File: config.mk
export PLATFORM = sky130hd
export DESIGN_NAME = shift_mode_core
export DESIGN_NICKNAME = d
export VERILOG_FILES = /design/src/include/shift_mode_pkg.sv /design/src/hw/shift_mode_core.sv
export VERILOG_INCLUDE_DIRS = /design/src /design/src/include
export SDC_FILE = /design/constraint.sdc
export NUM_CORES = 1
export LEC_CHECK = 0
export BUFFER_PORTS_ARGS = -buffer_cell sky130_fd_sc_hd__buf_4
export CORE_UTILIZATION = 48
export DETAILED_ROUTE_END_ITERATION = 16
export HOLD_SLACK_MARGIN = 0.1
export PLACE_DENSITY_LB_ADDON = 0.2
export SLEW_MARGIN = 25
export SYNTH_ARGS = -nofsm -noshare
export SYNTH_HDL_FRONTEND = slang
export SYNTH_SLANG_ARGS = --single-unit
File: constraint.sdc
create_clock -name core_clk_in -period 2 [get_ports core_clk_in]
set_input_delay 0 -clock core_clk_in [delete_from_list [all_inputs] [get_ports core_clk_in]]
set_output_delay 0 -clock core_clk_in [all_outputs]
set_load 0.03 [all_outputs]
File: src/include/shift_mode_defs.svh
// Purpose: constants of the shift and mode-select decoder
// Assumes: 16-bit instructions and operands
// Notes:   register indices are word indices on the plain register port
`ifndef SHIFT_MODE_DEFS_SVH
`define SHIFT_MODE_DEFS_SVH
`define OP_SHRS_R     10'h0B7
`define OP_SHRS_I     9'h04F
`define OP_SEL_BASE   15'h1B05
`define OP_SEL_SPI    15'h1B04
`define OP_FBK        13'h06C8
`define OP_LOAD_BASE  10'h0D0
`define OP_ADC_MODE   13'h06AD
`define REG_DRV_A     9'h184
`define REG_DRV_B     9'h185
`define REG_DRV_C     9'h186
`define REG_DRV_D     9'h187
`define REG_CUR_1     9'h188
`define REG_CUR_2     9'h189
`define REG_STATUS    9'h18A
`define RST_CFG       16'h0000
`define DIAG_OFF      2'h2
`define DIAG_ON       2'h3
`endif

File: src/include/shift_mode_pkg.sv
// Purpose: types of the shift and mode-select decoder
// Assumes: nothing beyond the defs header
// Notes:   flags travel together as one struct
package shift_mode_pkg;
  typedef struct packed {
    logic shifted_out_bit_flag;
    logic precision_loss_flag;
    logic overflow_flag;
  } cond_flags_t;
  typedef struct packed {
    logic       base_source_field;
    logic       serial_address_source_field;
    logic       fbk_battery;
    logic       auto_diag;
    logic [3:0] conversion_enable_field;
    logic [5:0] base_value_field;
  } mode_state_t;
  typedef enum logic [1:0] {ST_IDLE, ST_SHIFT} shift_state_t;
endpackage

File: src/hw/shift_mode_core.sv
// Purpose: decode and run signed right shifts and mode-select instructions
// Assumes: one instruction offered per cycle while no shift runs; stall_out falls a cycle before the engine is free
// Notes:   drive right bits 0 and 1 of cfg a..d, both set, are the right of core 0..3
`timescale 1ns/1ps
`include "shift_mode_defs.svh"
module shift_mode_core
(
  input  wire logic                       core_clk_in,
  input  wire logic                       resetn_in,
  input  wire logic                       instr_valid_in,
  input  wire logic [15:0]                instr_in,
  input  wire logic [1:0]                 core_id_in,
  input  wire logic [7:0][15:0]           alu_operand_set_in,
  output logic                            stall_out,
  output logic                            wr_en_out,
  output logic [2:0]                      wr_sel_out,
  output logic [15:0]                     wr_data_out,
  output shift_mode_pkg::cond_flags_t     flags_out,
  output shift_mode_pkg::mode_state_t     mode_out,
  input  wire logic [8:0]                 reg_addr_in,
  input  wire logic [15:0]                reg_wdata_in,
  input  wire logic                       reg_wr_in,
  input  wire logic                       reg_rd_in,
  output logic [15:0]                     reg_rdata_out
);
  shift_mode_pkg::shift_state_t st_r;
  shift_mode_pkg::cond_flags_t  flags_r;
  shift_mode_pkg::mode_state_t  mode_r;
  logic [15:0] acc_r;
  logic [3:0]  cnt_r;
  logic [2:0]  tgt_r;
  logic        imm_r;
  logic [3:0][15:0] drv_r;
  logic [1:0][15:0] cur_r;
  logic [15:0] rdata_r;
  logic        take;
  logic        dec_r;
  logic        dec_i;
  logic [3:0]  amount;
  logic        fbk_ok;
  logic [1:0]  blk;
  logic [15:0] shifted;
  // ==========================================
  // decode
  function automatic logic [15:0] asr1(input logic [15:0] v);
    asr1 = {v[15], v[15:1]};
  endfunction
  assign take  = instr_valid_in && (st_r == shift_mode_pkg::ST_IDLE);
  assign dec_r = take && instr_in[15:6] == `OP_SHRS_R;
  assign dec_i = take && instr_in[15:7] == `OP_SHRS_I;
  // amount register counts keep only their low 4 bits, so at most 15 bits of a 16-bit operand
  assign amount = dec_r ? alu_operand_set_in[instr_in[5:3]][3:0]
                        : instr_in[6:3];
  assign fbk_ok = drv_r[core_id_in][0] && drv_r[core_id_in][1];
  assign blk = {core_id_in[1] ^ instr_in[1], core_id_in[0] ^ instr_in[0]};
  assign shifted = asr1(acc_r);
  assign stall_out = (st_r == shift_mode_pkg::ST_SHIFT) && cnt_r > 4'h1;
  // ==========================================
  // shift engine, one bit per core cycle
  always_ff @(posedge core_clk_in or negedge resetn_in)
  begin
    if (!resetn_in)
    begin
      st_r    <= shift_mode_pkg::ST_IDLE;
      acc_r   <= 16'h0000;
      cnt_r   <= 4'h0;
      tgt_r   <= 3'h0;
      imm_r   <= 1'b0;
      flags_r <= '0;
    end
    else if ((dec_r || dec_i) && amount != 4'h0)
    begin
      st_r  <= shift_mode_pkg::ST_SHIFT;
      acc_r <= alu_operand_set_in[instr_in[2:0]];
      cnt_r <= amount;
      tgt_r <= instr_in[2:0];
      imm_r <= dec_i;
      flags_r <= '0;
    end
    else if (st_r == shift_mode_pkg::ST_SHIFT)
    begin
      acc_r <= shifted;
      cnt_r <= cnt_r - 4'h1;
      flags_r.shifted_out_bit_flag <= acc_r[0];
      if (imm_r)
        flags_r.overflow_flag <= flags_r.overflow_flag | acc_r[0];
      else
        flags_r.precision_loss_flag <=
          flags_r.precision_loss_flag | acc_r[0];
      if (cnt_r == 4'h1)
        st_r <= shift_mode_pkg::ST_IDLE;
    end
  end
  // ==========================================
  // write-back of the shifted operand
  always_ff @(posedge core_clk_in or negedge resetn_in)
  begin
    if (!resetn_in)
    begin
      wr_en_out   <= 1'b0;
      wr_sel_out  <= 3'h0;
      wr_data_out <= 16'h0000;
    end
    else
    begin
      wr_en_out <= (st_r == shift_mode_pkg::ST_SHIFT) && cnt_r == 4'h1;
      wr_sel_out  <= tgt_r;
      wr_data_out <= shifted;
    end
  end
  // ==========================================
  // mode selects
  always_ff @(posedge core_clk_in or negedge resetn_in)
  begin
    if (!resetn_in)
      mode_r <= '0;
    else if (take)
    begin
      if (instr_in[15:1] == `OP_SEL_BASE)
        mode_r.base_source_field <= instr_in[0];
      if (instr_in[15:1] == `OP_SEL_SPI)
        mode_r.serial_address_source_field <= instr_in[0];
      if (instr_in[15:6] == `OP_LOAD_BASE)
        mode_r.base_value_field <= instr_in[5:0];
      // without the right the setting simply stays
      if (instr_in[15:3] == `OP_FBK && fbk_ok)
      begin
        mode_r.fbk_battery <= instr_in[2];
        if (instr_in[1:0] == `DIAG_ON)
          mode_r.auto_diag <= 1'b1;
        else if (instr_in[1:0] == `DIAG_OFF)
          mode_r.auto_diag <= 1'b0;
      end
      if (instr_in[15:3] == `OP_ADC_MODE && cur_r[0][{core_id_in, blk}])
        mode_r.conversion_enable_field[blk] <= instr_in[2];
    end
  end
  assign flags_out = flags_r;
  assign mode_out  = mode_r;
  // ==========================================
  // register port
  always_ff @(posedge core_clk_in or negedge resetn_in)
  begin
    if (!resetn_in)
    begin
      drv_r <= {4{`RST_CFG}};
      cur_r <= {2{`RST_CFG}};
    end
    else if (reg_wr_in)
    begin
      case (reg_addr_in)
        `REG_DRV_A: drv_r[0] <= reg_wdata_in;
        `REG_DRV_B: drv_r[1] <= reg_wdata_in;
        `REG_DRV_C: drv_r[2] <= reg_wdata_in;
        `REG_DRV_D: drv_r[3] <= reg_wdata_in;
        `REG_CUR_1: cur_r[0] <= reg_wdata_in;
        `REG_CUR_2: cur_r[1] <= reg_wdata_in;
        default: ;
      endcase
    end
  end
  always_ff @(posedge core_clk_in or negedge resetn_in)
  begin
    if (!resetn_in)
      rdata_r <= 16'h0000;
    else if (reg_rd_in)
    begin
      case (reg_addr_in)
        `REG_DRV_A: rdata_r <= drv_r[0];
        `REG_DRV_B: rdata_r <= drv_r[1];
        `REG_DRV_C: rdata_r <= drv_r[2];
        `REG_DRV_D: rdata_r <= drv_r[3];
        `REG_CUR_1: rdata_r <= cur_r[0];
        `REG_CUR_2: rdata_r <= cur_r[1];
        // status is 18 bits wide; the two source selects fall off the top
        `REG_STATUS: rdata_r <= 16'({mode_r, flags_r, stall_out});
        default:    rdata_r <= 16'h0000;
      endcase
    end
    else
      rdata_r <= 16'h0000;
  end
  assign reg_rdata_out = rdata_r;
  // ==========================================
  // checks
  a_sign_kept: assert property (@(posedge core_clk_in) disable iff (!resetn_in)
    st_r == shift_mode_pkg::ST_SHIFT |=> acc_r[15] == $past(acc_r[15]))
    else $error("sign bit changed during shift");
  a_shift_len: assert property (@(posedge core_clk_in) disable iff (!resetn_in)
    (dec_i && instr_in[6:3] == 4'h3) |=> stall_out [*2] ##1 !stall_out)
    else $error("immediate shift length wrong");
  a_base_load: assert property (@(posedge core_clk_in) disable iff (!resetn_in)
    take && instr_in[15:6] == `OP_LOAD_BASE |=>
      mode_r.base_value_field == $past(instr_in[5:0]))
    else $error("base value not loaded");
  a_fbk_denied: assert property (@(posedge core_clk_in)
    disable iff (!resetn_in)
    take && instr_in[15:3] == `OP_FBK && !fbk_ok |=> $stable(mode_r.fbk_battery))
    else $error("feedback changed without right");
  a_zero_shift: assert property (@(posedge core_clk_in)
    disable iff (!resetn_in)
    (dec_r || dec_i) && amount == 4'h0 |=> st_r == shift_mode_pkg::ST_IDLE)
    else $error("zero shift stalled");
  a_wb_once: assert property (@(posedge core_clk_in) disable iff (!resetn_in)
    wr_en_out |=> !wr_en_out)
    else $error("write-back repeated");
  a_diag_on: assert property (@(posedge core_clk_in) disable iff (!resetn_in)
    take && instr_in[15:3] == `OP_FBK && fbk_ok && instr_in[1:0] == 2'h3
      |=> mode_r.auto_diag)
    else $error("diagnosis not enabled");
  a_base_sel: assert property (@(posedge core_clk_in) disable iff (!resetn_in)
    take && instr_in[15:1] == `OP_SEL_BASE |=>
      mode_r.base_source_field == $past(instr_in[0]))
    else $error("base source not selected");
endmodule

==> summary.md, run 1 <==
| Metric | Value |
|---|---|
| DRC Markers | `0` |
| Drt wl/cell | `22.7 µm` |
| N_diodes | `0` |
| Critical R2R Capture | `tgt_r[0]` |
| Power share of the combinational group | `17.0%` |
| Synth Register Bits | `173` |
| Setup Crit Path Kind | `reg -> reg` |
| Min Tclk post-route | `2190 ps` |
| Dominant cell type by area after synthesis | `dfrtp_1` |
| Vias per cell | `5.86` |
| Clock sink count | `173` |
| CTS tree | `built` |
| GR met3 Demand/Resource | `6.48%` |
| Global route hottest layer | `met2` |
| Met1 GRT Util | `42.3%` |
| Die Wd | `137 µm` |
| Clock power frac | `39.1%` |
| Fill count | `1206` |
| Seq/Total Area, Yosys | `49.5%` |
| Layout cells sized above 1 | `45.5%` |
| Mapped Cells | `634` |
| Lkg Pwr | `5.91 nW` |
| CP Capture Type | `flop` |
| Final setup violation count | `25` |
| Final setup skew | `6.14 ps` |
| Gpl congestion | `0.906` |
| Hold Path Depth | `4` |
| Post-synth top flop | `dfrtp_1` |
| Most common cell in the netlist | `dfrtp_1` |
| Worst-path clk slew | `70 ps` |
| TritonCTS Buffers | `17` |
| H-tree levels | `4` |
| Synthesized area | `8740 µm²` |
| Max-Cap Viols | `0` |
| Rows | `48` |
| Syn_area_per_cell | `13.8 µm²` |
| DP Cell Count | `1094` |
| Reg2reg setup slack | `-190 ps` |
| Max-slew headroom | `59.2%` |
| EDFF count, synth | `0` |
| Vias post-DR | `6955` |
| Period Utilization, post-route | `109%` |
| GRT overflow | `0` |
| Synth Warn # | `0` |
| Main area contributors after synthesis | `dfrtp_1, mux2_1, mux4_2` |
| Antenna-violating nets left | `0` |
| Failing checks | `negative setup slack` |
| IO Count | `230` |
| Synth unique cells | `61` |
| Flop pwr share | `43.9%` |
| Die span in y | `137 µm` |
| RSZ-0062 raised after global routing | `yes` |
| CP startpoint kind | `flop` |
| Buffers on Ports | `229` |
| Net Sw Power | `2.34 mW` |
| DIE AREA | `18800 µm²` |
| Grt met2 use | `47.0%` |
| HPWL Detailed | `19000 µm` |
| Worst-Margin Slew | `613 ps` |
| Layout Cells excl Fill | `1187` |
| Final Worst Setup Slack | `-188 ps` |
| Starting density of the core | `49.8%` |
| Area Overhead vs Synth | `41.6%` |
| Clock buffer depth | `2` |
| Most instantiated cells after synthesis | `dfrtp_1, mux2_1, mux2i_1` |
| Hold Path End | `acc_r[8]` |
| Hold Fails Final Rpt | `0` |
| Net Count, Synth | `812` |
| First-pass GRT wire length | `41000 µm` |
| Routed WL | `27000 µm` |
| Status | `complete, but fails checks` |
| Largest net degree at the start of global routing | `64` |
| VDD IR-drop max | `0.764 mV` |
| P_int | `6.49 mW` |
| PwrDens | `714 nW/µm²` |
| First-iteration detailed-routing DRC count | `535` |
| Worst EP required | `2310 ps` |
| Slew Limit Fails | `0` |
| FMAX | `457 MHz` |
| Clk Latency, worst-skew pair | `430 ps` |
| Net Sw Frac | `26.5%` |
| FF-to-FF path depth | `7` |
| Initial DRT Pass Iterations | `5` |
| Top cell type's share of synthesized area | `49.5%` |
| Reg2reg start | `st_r[0]` |
| Crit path max fanout | `8` |
| Final #Nets | `1127` |
| Vias in the first global route | `7253` |
| GRT Total Usage | `29.8%` |
| Async SR Flop Fraction | `100%` |
| Critical path arrival | `2490 ps` |
| Initial antenna violation count | `0` |
| CORE AREA | `17500 µm²` |
| Hold Startpoint | `alu_operand_set_in[24]` |
| CTS root buf | `clkbuf_16` |
| Place WS | `-251 ps` |
| Worst min path class | `in -> reg` |
| Total negative slack | `-3200 ps` |
-- final cells by class --
class	count	area, µm²	area share, %
well taps	225	282	2.28
repair buffers	336	2760	22.3
clock inverters	15	186	1.51
inverters	6	22.5	0.182
flip-flops and latches	173	4330	35.0
multi-input cells	415	4360	35.3
clock buffers	17	425	3.44
-- how the worst max path moves through the flow --
stage	start	end	slack [ps]	depth (start not counted)
after floorplan	st_r[0]	mode_out[12]	-30	6
after global placement	st_r[0]	acc_r[15]	-110	6
after detailed placement	st_r[0]	acc_r[14]	-250	7
after CTS	st_r[0]	tgt_r[0]	-150	7
after global routing	st_r[0]	acc_r[2]	-230	8
final	st_r[0]	tgt_r[0]	-190	7
-- metal layers --
| layer | routed length, µm | vias up |
|---|---|---|
| li1 | - | 3092 |
| met2 | 13200 | 255 |
| met4 | 251 | 0 |
| met5 | 0 | - |
| met3 | 1620 | 17 |
| met1 | 11900 | 3591 |
-- per-stage QoR --
| step | power, mW | util [%] | instance area [µm²] | hold WS [ps] |
|---|---|---|---|---|
| floorplan | 4.59 | - | 8760 | -296 |
| global placement | 5.25 | 62.6 | 11000 | 25.8 |
| detailed placement | 5.29 | 62.6 | 11000 | 40.8 |
| CTS | 8.85 | 69.8 | 12200 | 100 |
| global route | 9.14 | 70.5 | 12400 | 127 |
| finish | 8.83 | 70.5 | 12400 | 105 |
-- cell families after synthesis --
| kind of cell | share of synthesized area, % |
|---|---|
| adder cells (fa/ha/maj) | 0.286 |
| XOR/XNOR | 0.702 |
| multiplexers | 32.2 |
| buffers and inverters | 2.61 |
| AND/OR/NAND/NOR | 5.91 |
| AO/OA/AOI/OAI | 8.80 |
| flip-flops | 49.5 |
-- cells in the final DEF (no fill, tap or decap), types with 4 or more instances in the layout --
cell type and n:
mux2_4 7, dfrtp_1 173, clkbuf_16 18, a221oi_1 10, inv_1 6, buf_6 5, nand2b_1 4, mux4_2 38
nor3_2 5, buf_12 6, mux2i_1 57, nor4_2 4, clkinv_2 4, a21oi_2 4, and2_1 4, nand2_1 18
buf_4 272, a22oi_1 22, nand3b_1 4, a222oi_1 6, a31oi_1 8, o21ai_0 4, mux2_1 80, dlygate4sd3_1 52
o2bb2ai_1 11, a21oi_1 14, mux2_2 35, nor2_1 11
-- state kept, by name (all words and copies together) (netlist names) --
register / cells
cur_r: 32
flags_out: 3
wr_sel_out: 3
wr_en_out: 1
reg_rdata_out: 16
wr_data_out: 15
drv_r: 64
cnt_r: 4
tgt_r: 3
st_r: 1
mode_out: 14
acc_r: 16
imm_r: 1
-- power groups by stage --
stage          Sequential [mW]  Combinational [mW]  Clock [mW]
2_1_floorplan             4.01               0.576           0
3_3_place_gp              3.93                1.32           0
5_1_grt                   3.90                1.60        3.64
4_1_cts                   3.88                1.48        3.49
3_5_place_dp              3.94                1.35           0
6_report                  3.88                1.50        3.45
-- worst max-delay path, cell delays in order, from the launching register on --
cell	delay [ps]
dfrtp_1	400
and4bb_2	330
nand4_1	240
nor3b_2	290
o22ai_2	160
o21ai_4	180
buf_12	160
mux2_1	310
-- what timing repair did --
item	in CTS	in global routing
hold buffers	52	0
gates cloned	0	1
resized for setup	22	20
pin swaps	9	7
setup buffers	5	3
endpoints found under the setup margin	33	34
endpoints found under the hold margin	260	0
(Power assumes the default switching activity.)
==> run 2: changes to the inputs <==
Settings changed: CTS_CLUSTER_SIZE from default to 25, SKIP_CTS_REPAIR_TIMING from default to 1.
==> summary.md, run 2 (same netlist as run 1, synthesis figures left out) <==
| Metric | Value |
|---|---|
| Status | `complete, but fails checks (unchanged)` |
| Failing checks | `negative setup slack (unchanged)` |
| VDD IR-drop max | `0.764 mV (about the same)` |
| Layout Cells excl Fill | `1162 (was 1187)` |
| Initial antenna violation count | `0 (unchanged)` |
| CTS tree | `built (unchanged)` |
| TritonCTS Buffers | `17 (unchanged)` |
| Rows | `48 (unchanged)` |
| Hold Startpoint | `alu_operand_set_in[61] (was alu_operand_set_in[24])` |
| Worst path slowest cell | `dfrtp_1 (unchanged)` |
| Antenna-violating nets left | `0 (unchanged)` |
| Routed WL | `25900 µm (was 27000 µm)` |
| Max-slew headroom | `59.4% (was 59.2%)` |
| N_diodes | `0 (unchanged)` |
| Layout cells sized above 1 | `46.6% (was 45.5%)` |
| Critical path arrival | `2510 ps (was 2490 ps)` |
| Most flops, register | `drv_r (unchanged)` |
| RSZ-0062 raised after global routing | `yes (unchanged)` |
| First-iteration detailed-routing DRC count | `531 (was 535)` |
| Min Tclk post-route | `2200 ps (was 2190 ps)` |
| Largest net degree at the start of global routing | `64 (unchanged)` |
| Initial DRT Pass Iterations | `6 (was 5)` |
| Most common cell after layout, fill and taps aside | `buf_4 (unchanged)` |
| Largest regs | `drv_r x64, cur_r x32 (unchanged)` |
| Buffers on Ports | `229 (unchanged)` |
| Crit path max fanout | `8 (unchanged)` |
| Net Sw Frac | `26.4% (was 26.5%)` |
| Clk Latency, worst-skew pair | `420 ps (was 430 ps)` |
| CTS root buf | `clkbuf_16 (unchanged)` |
| Flop pwr share | `44.1% (was 43.9%)` |
| Clock sink count | `173 (unchanged)` |
| Vias per cell | `5.84 (was 5.86)` |
| Starting density of the core | `49.8% (unchanged)` |
| Net Sw Power | `2.32 mW (was 2.34 mW)` |
| Lkg Pwr | `5.80 nW (was 5.91 nW)` |
| Worst min path class | `in -> reg (unchanged)` |
| P_int | `6.47 mW (was 6.49 mW)` |
| Cell family with most CP delay | `simple AND/OR/NAND/NOR gates (unchanged)` |
| IO Count | `230 (unchanged)` |
| Die Wd | `137 µm (unchanged)` |
| Vias post-DR | `6785 (was 6955)` |
| Worst-Margin Slew | `608 ps (was 613 ps)` |
| First-pass GRT wire length | `38700 µm (was 41000 µm)` |
| Worst path cell trace | `and4bb_2 -> nand4_1 -> nor3b_2 -> o22ai_2 -> o21ai_4 -> buf_12 -> mux2_1 (unchanged)` |
| H-tree levels | `4 (unchanged)` |
| Max-Cap Viols | `0 (unchanged)` |
| Max reg flops | `64 (unchanged)` |
| Die span in y | `137 µm (unchanged)` |
| Power share of the combinational group | `16.7% (was 17.0%)` |
| GRT overflow | `0 (unchanged)` |
| Setup Crit Path Kind | `reg -> reg (unchanged)` |
| CP startpoint kind | `flop (unchanged)` |
| CP Capture Type | `flop (unchanged)` |
| Worst-path clk slew | `70 ps (about the same)` |
| Gpl congestion | `0.906 (unchanged)` |
| Final Worst Setup Slack | `-203 ps (was -188 ps)` |
| GRT Total Usage | `28.1% (was 29.8%)` |
| Period Utilization, post-route | `110% (was 109%)` |
| Hold Fails Final Rpt | `0 (unchanged)` |
| PwrDens | `726 nW/µm² (was 714 nW/µm²)` |
| FMAX | `454 MHz (was 457 MHz)` |
| Critical path startpoint | `st_r[0] (unchanged)` |
| Buf/Inv on CP | `1 (unchanged)` |
| Final setup skew | `6.36 ps (was 6.14 ps)` |
| Min Hold Slack | `86.0 ps (was 105 ps)` |
| Commonest cells after routing, fill and taps aside | `buf_4, dfrtp_1, mux2_1 (unchanged)` |
| DIE AREA | `18800 µm² (unchanged)` |
| Clock buffer depth | `2 (unchanged)` |
| Place WS | `-251 ps (unchanged)` |
| Slew Limit Fails | `0 (unchanged)` |
| Final setup violation count | `29 (was 25)` |
| DRC Markers | `0 (unchanged)` |
| Total negative slack | `-3780 ps (was -3200 ps)` |
| CORE AREA | `17500 µm² (unchanged)` |
| Drt wl/cell | `22.3 µm (was 22.7 µm)` |
| Vias in the first global route | `6781 (was 7253)` |
| Reg2reg start | `st_r[0] (unchanged)` |
| Area Overhead vs Synth | `38.6% (was 41.6%)` |
| HPWL Detailed | `19000 µm (unchanged)` |
| Crit path largest cell delay | `410 ps (was 400 ps)` |
| Worst EP required | `2310 ps (about the same)` |
| Power, Total | `8.79 mW (was 8.83 mW)` |
| DP Cell Count | `1094 (unchanged)` |
| Final #Nets | `1102 (was 1127)` |
| Clock power frac | `39.2% (was 39.1%)` |
-- run 2: worst paths after layout --
path / endpoint / slack (ps) / cells after the start
setup / recovery: tgt_r[0] / -200 / 7
hold / removal: acc_r[13] / 90 / 4
setup reg to reg: tgt_r[0] / -200 / 7
hold reg to reg: wr_sel_out[1] / 390 / 0
max in group asynchronous: drv_r[25] / 1110 / 3
min in group asynchronous: drv_r[19] / 140 / 2
-- run 2: worst reg2reg max path, cell delays in order (launching register included) --
cell and delay [ps]:
dfrtp_1 410, and4bb_2 330, nand4_1 230, nor3b_2 300
o22ai_2 170, o21ai_4 180, buf_12 160, mux2_1 320
-- run 2: cell type report --
| cell class | count | area, µm² |
|---|---|---|
| timing repair buffer | 311 | 2510 |
| clock inverter | 15 | 186 |
| multi-input combinational | 415 | 4350 |
| clock buffer | 17 | 425 |
| fill | 1238 | 5430 |
| tap | 225 | 282 |
| sequential | 173 | 4330 |
| inverter | 6 | 22.5 |
-- run 2: stage by stage --
step / util, % / area, µm²
6_report: 69.1 / 12100
5_1_grt: 69.1 / 12100
4_1_cts: 66.1 / 11600
3_5_place_dp: 62.6 / 11000
3_3_place_gp: 62.6 / 11000
2_1_floorplan: - / 8760
-- run 2: metal layers --
layer  part of all wire (%)  global-route usage (%)
met5                      0                       0
met4                    1.2                    6.72
met3                    6.0                    6.19
met2                     47                    42.6
met1                     46                    41.2
-- run 2: power groups by stage --
stage / combinational [mW] / sequential [mW] / clock [mW]
CTS: 1.36 / 3.88 / 3.49
floorplan: 0.576 / 4.01 / 0
global route: 1.57 / 3.90 / 3.64
detailed placement: 1.35 / 3.94 / 0
global placement: 1.32 / 3.93 / 0
finish: 1.46 / 3.88 / 3.45
==> run 3: changes to the inputs <==
Settings changed: CORE_UTILIZATION 48 to 50, CTS_BUF_LIST from default to sky130_fd_sc_hd__clkbuf_2.
==> summary.md, run 3 (same netlist as run 1, synthesis figures left out) <==
| Metric | Value |
|---|---|
| Worst min path class | `in -> reg (unchanged)` |
| Antenna-violating nets left | `0 (unchanged)` |
| Most flops, register | `drv_r (unchanged)` |
| Max-slew headroom | `62.1% (was 59.4%)` |
| PwrDens | `570 nW/µm² (was 726 nW/µm²)` |
| First-pass GRT wire length | `37300 µm (was 38700 µm)` |
| Status | `complete, but fails checks (unchanged)` |
| Final Worst Setup Slack | `-159 ps (was -203 ps)` |
| Routed WL | `27900 µm (was 25900 µm)` |
| Drt wl/cell | `21.7 µm (was 22.3 µm)` |
| Cell area after layout | `13000 µm² (was 12100 µm²)` |
| Vias in the first global route | `7034 (was 6781)` |
| Clock power frac | `23.7% (was 39.2%)` |
| CTS tree | `built (unchanged)` |
| Total negative slack | `-2890 ps (was -3780 ps)` |
| IO Count | `230 (unchanged)` |
| TritonCTS Buffers | `17 (unchanged)` |
| FMAX | `463 MHz (was 454 MHz)` |
| Period Utilization, post-route | `108% (was 110%)` |
| VDD IR-drop max | `0.410 mV (was 0.764 mV)` |
| Final setup violation count | `32 (was 29)` |
| CORE AREA | `16800 µm² (was 17500 µm²)` |
| Setup Crit Path Kind | `reg -> reg (unchanged)` |
| Net Sw Power | `2.21 mW (was 2.32 mW)` |
| HPWL Detailed | `18100 µm (was 19000 µm)` |
| GRT Total Usage | `27.5% (was 28.1%)` |
| Largest regs | `drv_r x64, cur_r x32 (unchanged)` |
| RSZ-0062 raised after global routing | `yes (unchanged)` |
| Commonest cells after routing, fill and taps aside | `buf_4, dfrtp_1, dlygate4sd3_1 (was buf_4, dfrtp_1, mux2_1)` |
| Clock buffer depth | `2 (unchanged)` |
| Buffers on Ports | `229 (unchanged)` |
| Max reg flops | `64 (unchanged)` |
| Worst-Margin Slew | `569 ps (was 608 ps)` |
| GRT overflow | `0 (unchanged)` |
| Hold Fails Final Rpt | `0 (unchanged)` |
| Power share of the combinational group | `23.8% (was 16.7%)` |
| Flop pwr share | `52.4% (was 44.1%)` |
| Most common cell after layout, fill and taps aside | `buf_4 (unchanged)` |
| CP startpoint kind | `flop (unchanged)` |
| Die span in y | `134 µm (was 137 µm)` |
| H-tree levels | `4 (unchanged)` |
| CTS root buf | `clkbuf_2 (was clkbuf_16)` |
| Critical path arrival | `2820 ps (was 2510 ps)` |
| Die Wd | `134 µm (was 137 µm)` |
| Gpl congestion | `0.954 (was 0.906)` |
| Net Sw Frac | `29.9% (was 26.4%)` |
| Rows | `47 (was 48)` |
| Final setup skew | `31.9 ps (was 6.36 ps)` |
| DRC Markers | `0 (unchanged)` |
| Vias per cell | `5.83 (was 5.84)` |
| Starting density of the core | `52.0% (was 49.8%)` |
| Clock sink count | `173 (unchanged)` |
| Clk Latency, worst-skew pair | `760 ps (was 420 ps)` |
| P_int | `5.18 mW (was 6.47 mW)` |
| CP Capture Type | `flop (unchanged)` |
| Dpl cell area | `10900 µm² (was 11000 µm²)` |
| First-iteration detailed-routing DRC count | `456 (was 531)` |
| Largest net degree at the start of global routing | `60 (was 64)` |
| Crit path max fanout | `5 (was 8)` |
| DIE AREA | `18000 µm² (was 18800 µm²)` |
| Initial DRT Pass Iterations | `9 (was 6)` |
| Worst EP required | `2660 ps (was 2310 ps)` |
| Failing checks | `negative setup slack (unchanged)` |
| Initial antenna violation count | `1 (was 0)` |
| Layout cells sized above 1 | `40.0% (was 46.6%)` |
| Lkg Pwr | `6.15 nW (was 5.80 nW)` |
| Worst-path clk slew | `250 ps (was 70 ps)` |
| Min Tclk post-route | `2160 ps (was 2200 ps)` |
| Vias post-DR | `7496 (was 6785)` |
| Final #Nets | `1229 (was 1102)` |
| Max-Cap Viols | `0 (unchanged)` |
| Area Overhead vs Synth | `48.4% (was 38.6%)` |
| Slew Limit Fails | `0 (unchanged)` |
run 3: per-stage QoR:
stage          power (mW)  setup slack (ps)  std cells  utilization, %  hold WS, ps
2_1_floorplan        4.59             -29.5        634               -         -296
3_3_place_gp         5.22              -101       1083            64.7         9.24
3_5_place_dp         5.27              -228       1083            64.7         14.4
4_1_cts              7.00              -272       1115            66.1         -839
5_1_grt              7.73              -274       1285            77.1          118
6_report             7.39              -159       1285            77.1          169
run 3: worst paths after layout:
path	cells past startpoint	slack (ps)	start	to
max	7	-160	st_r[0]	cnt_r[3]
min in group asynchronous	3	290	resetn_in	drv_r[15]
min	7	170	reg_addr_in[4]	reg_rdata_out[6]
min reg2reg	0	410	tgt_r[1]	wr_sel_out[1]
max in group asynchronous	4	1030	resetn_in	drv_r[40]
max reg2reg	7	-160	st_r[0]	cnt_r[3]
run 3: area by class of cell:
type                    instances  area, µm²
diodes                          1       2.50
clock buffers                  18       90.1
clock inverters                14        134
fillers                      1046       3850
inverters                       6       22.5
multi-input cells             415       4340
flip-flops and latches        173       4330
well taps                     220        275
repair buffers                438       3770
run 3: power groups by stage:
| stage | Sequential (mW) | Combinational, mW | Clock, mW |
|---|---|---|---|
| 2_1_floorplan | 4.01 | 0.576 | 0 |
| 3_3_place_gp | 3.92 | 1.30 | 0 |
| 3_5_place_dp | 3.93 | 1.34 | 0 |
| 4_1_cts | 3.87 | 1.34 | 1.78 |
| 5_1_grt | 3.90 | 1.87 | 1.95 |
| 6_report | 3.88 | 1.76 | 1.75 |
run 3: worst max-delay path, cell delays in order (launching register included):
cell,delay [ps]
dfrtp_1,450
and4bb_2,330
nand4_1,220
nor3b_2,290
o22ai_2,150
o21ai_4,170
buf_6,140
mux2_1,310
run 3: layer usage:
metal	GRT usage [%]	vias up	wire, µm
li1	-	3291	-
met1	36.6	3801	11300
met5	0	-	0
met4	9.80	0	773
met2	44.4	328	14300
met3	6.12	76	1620
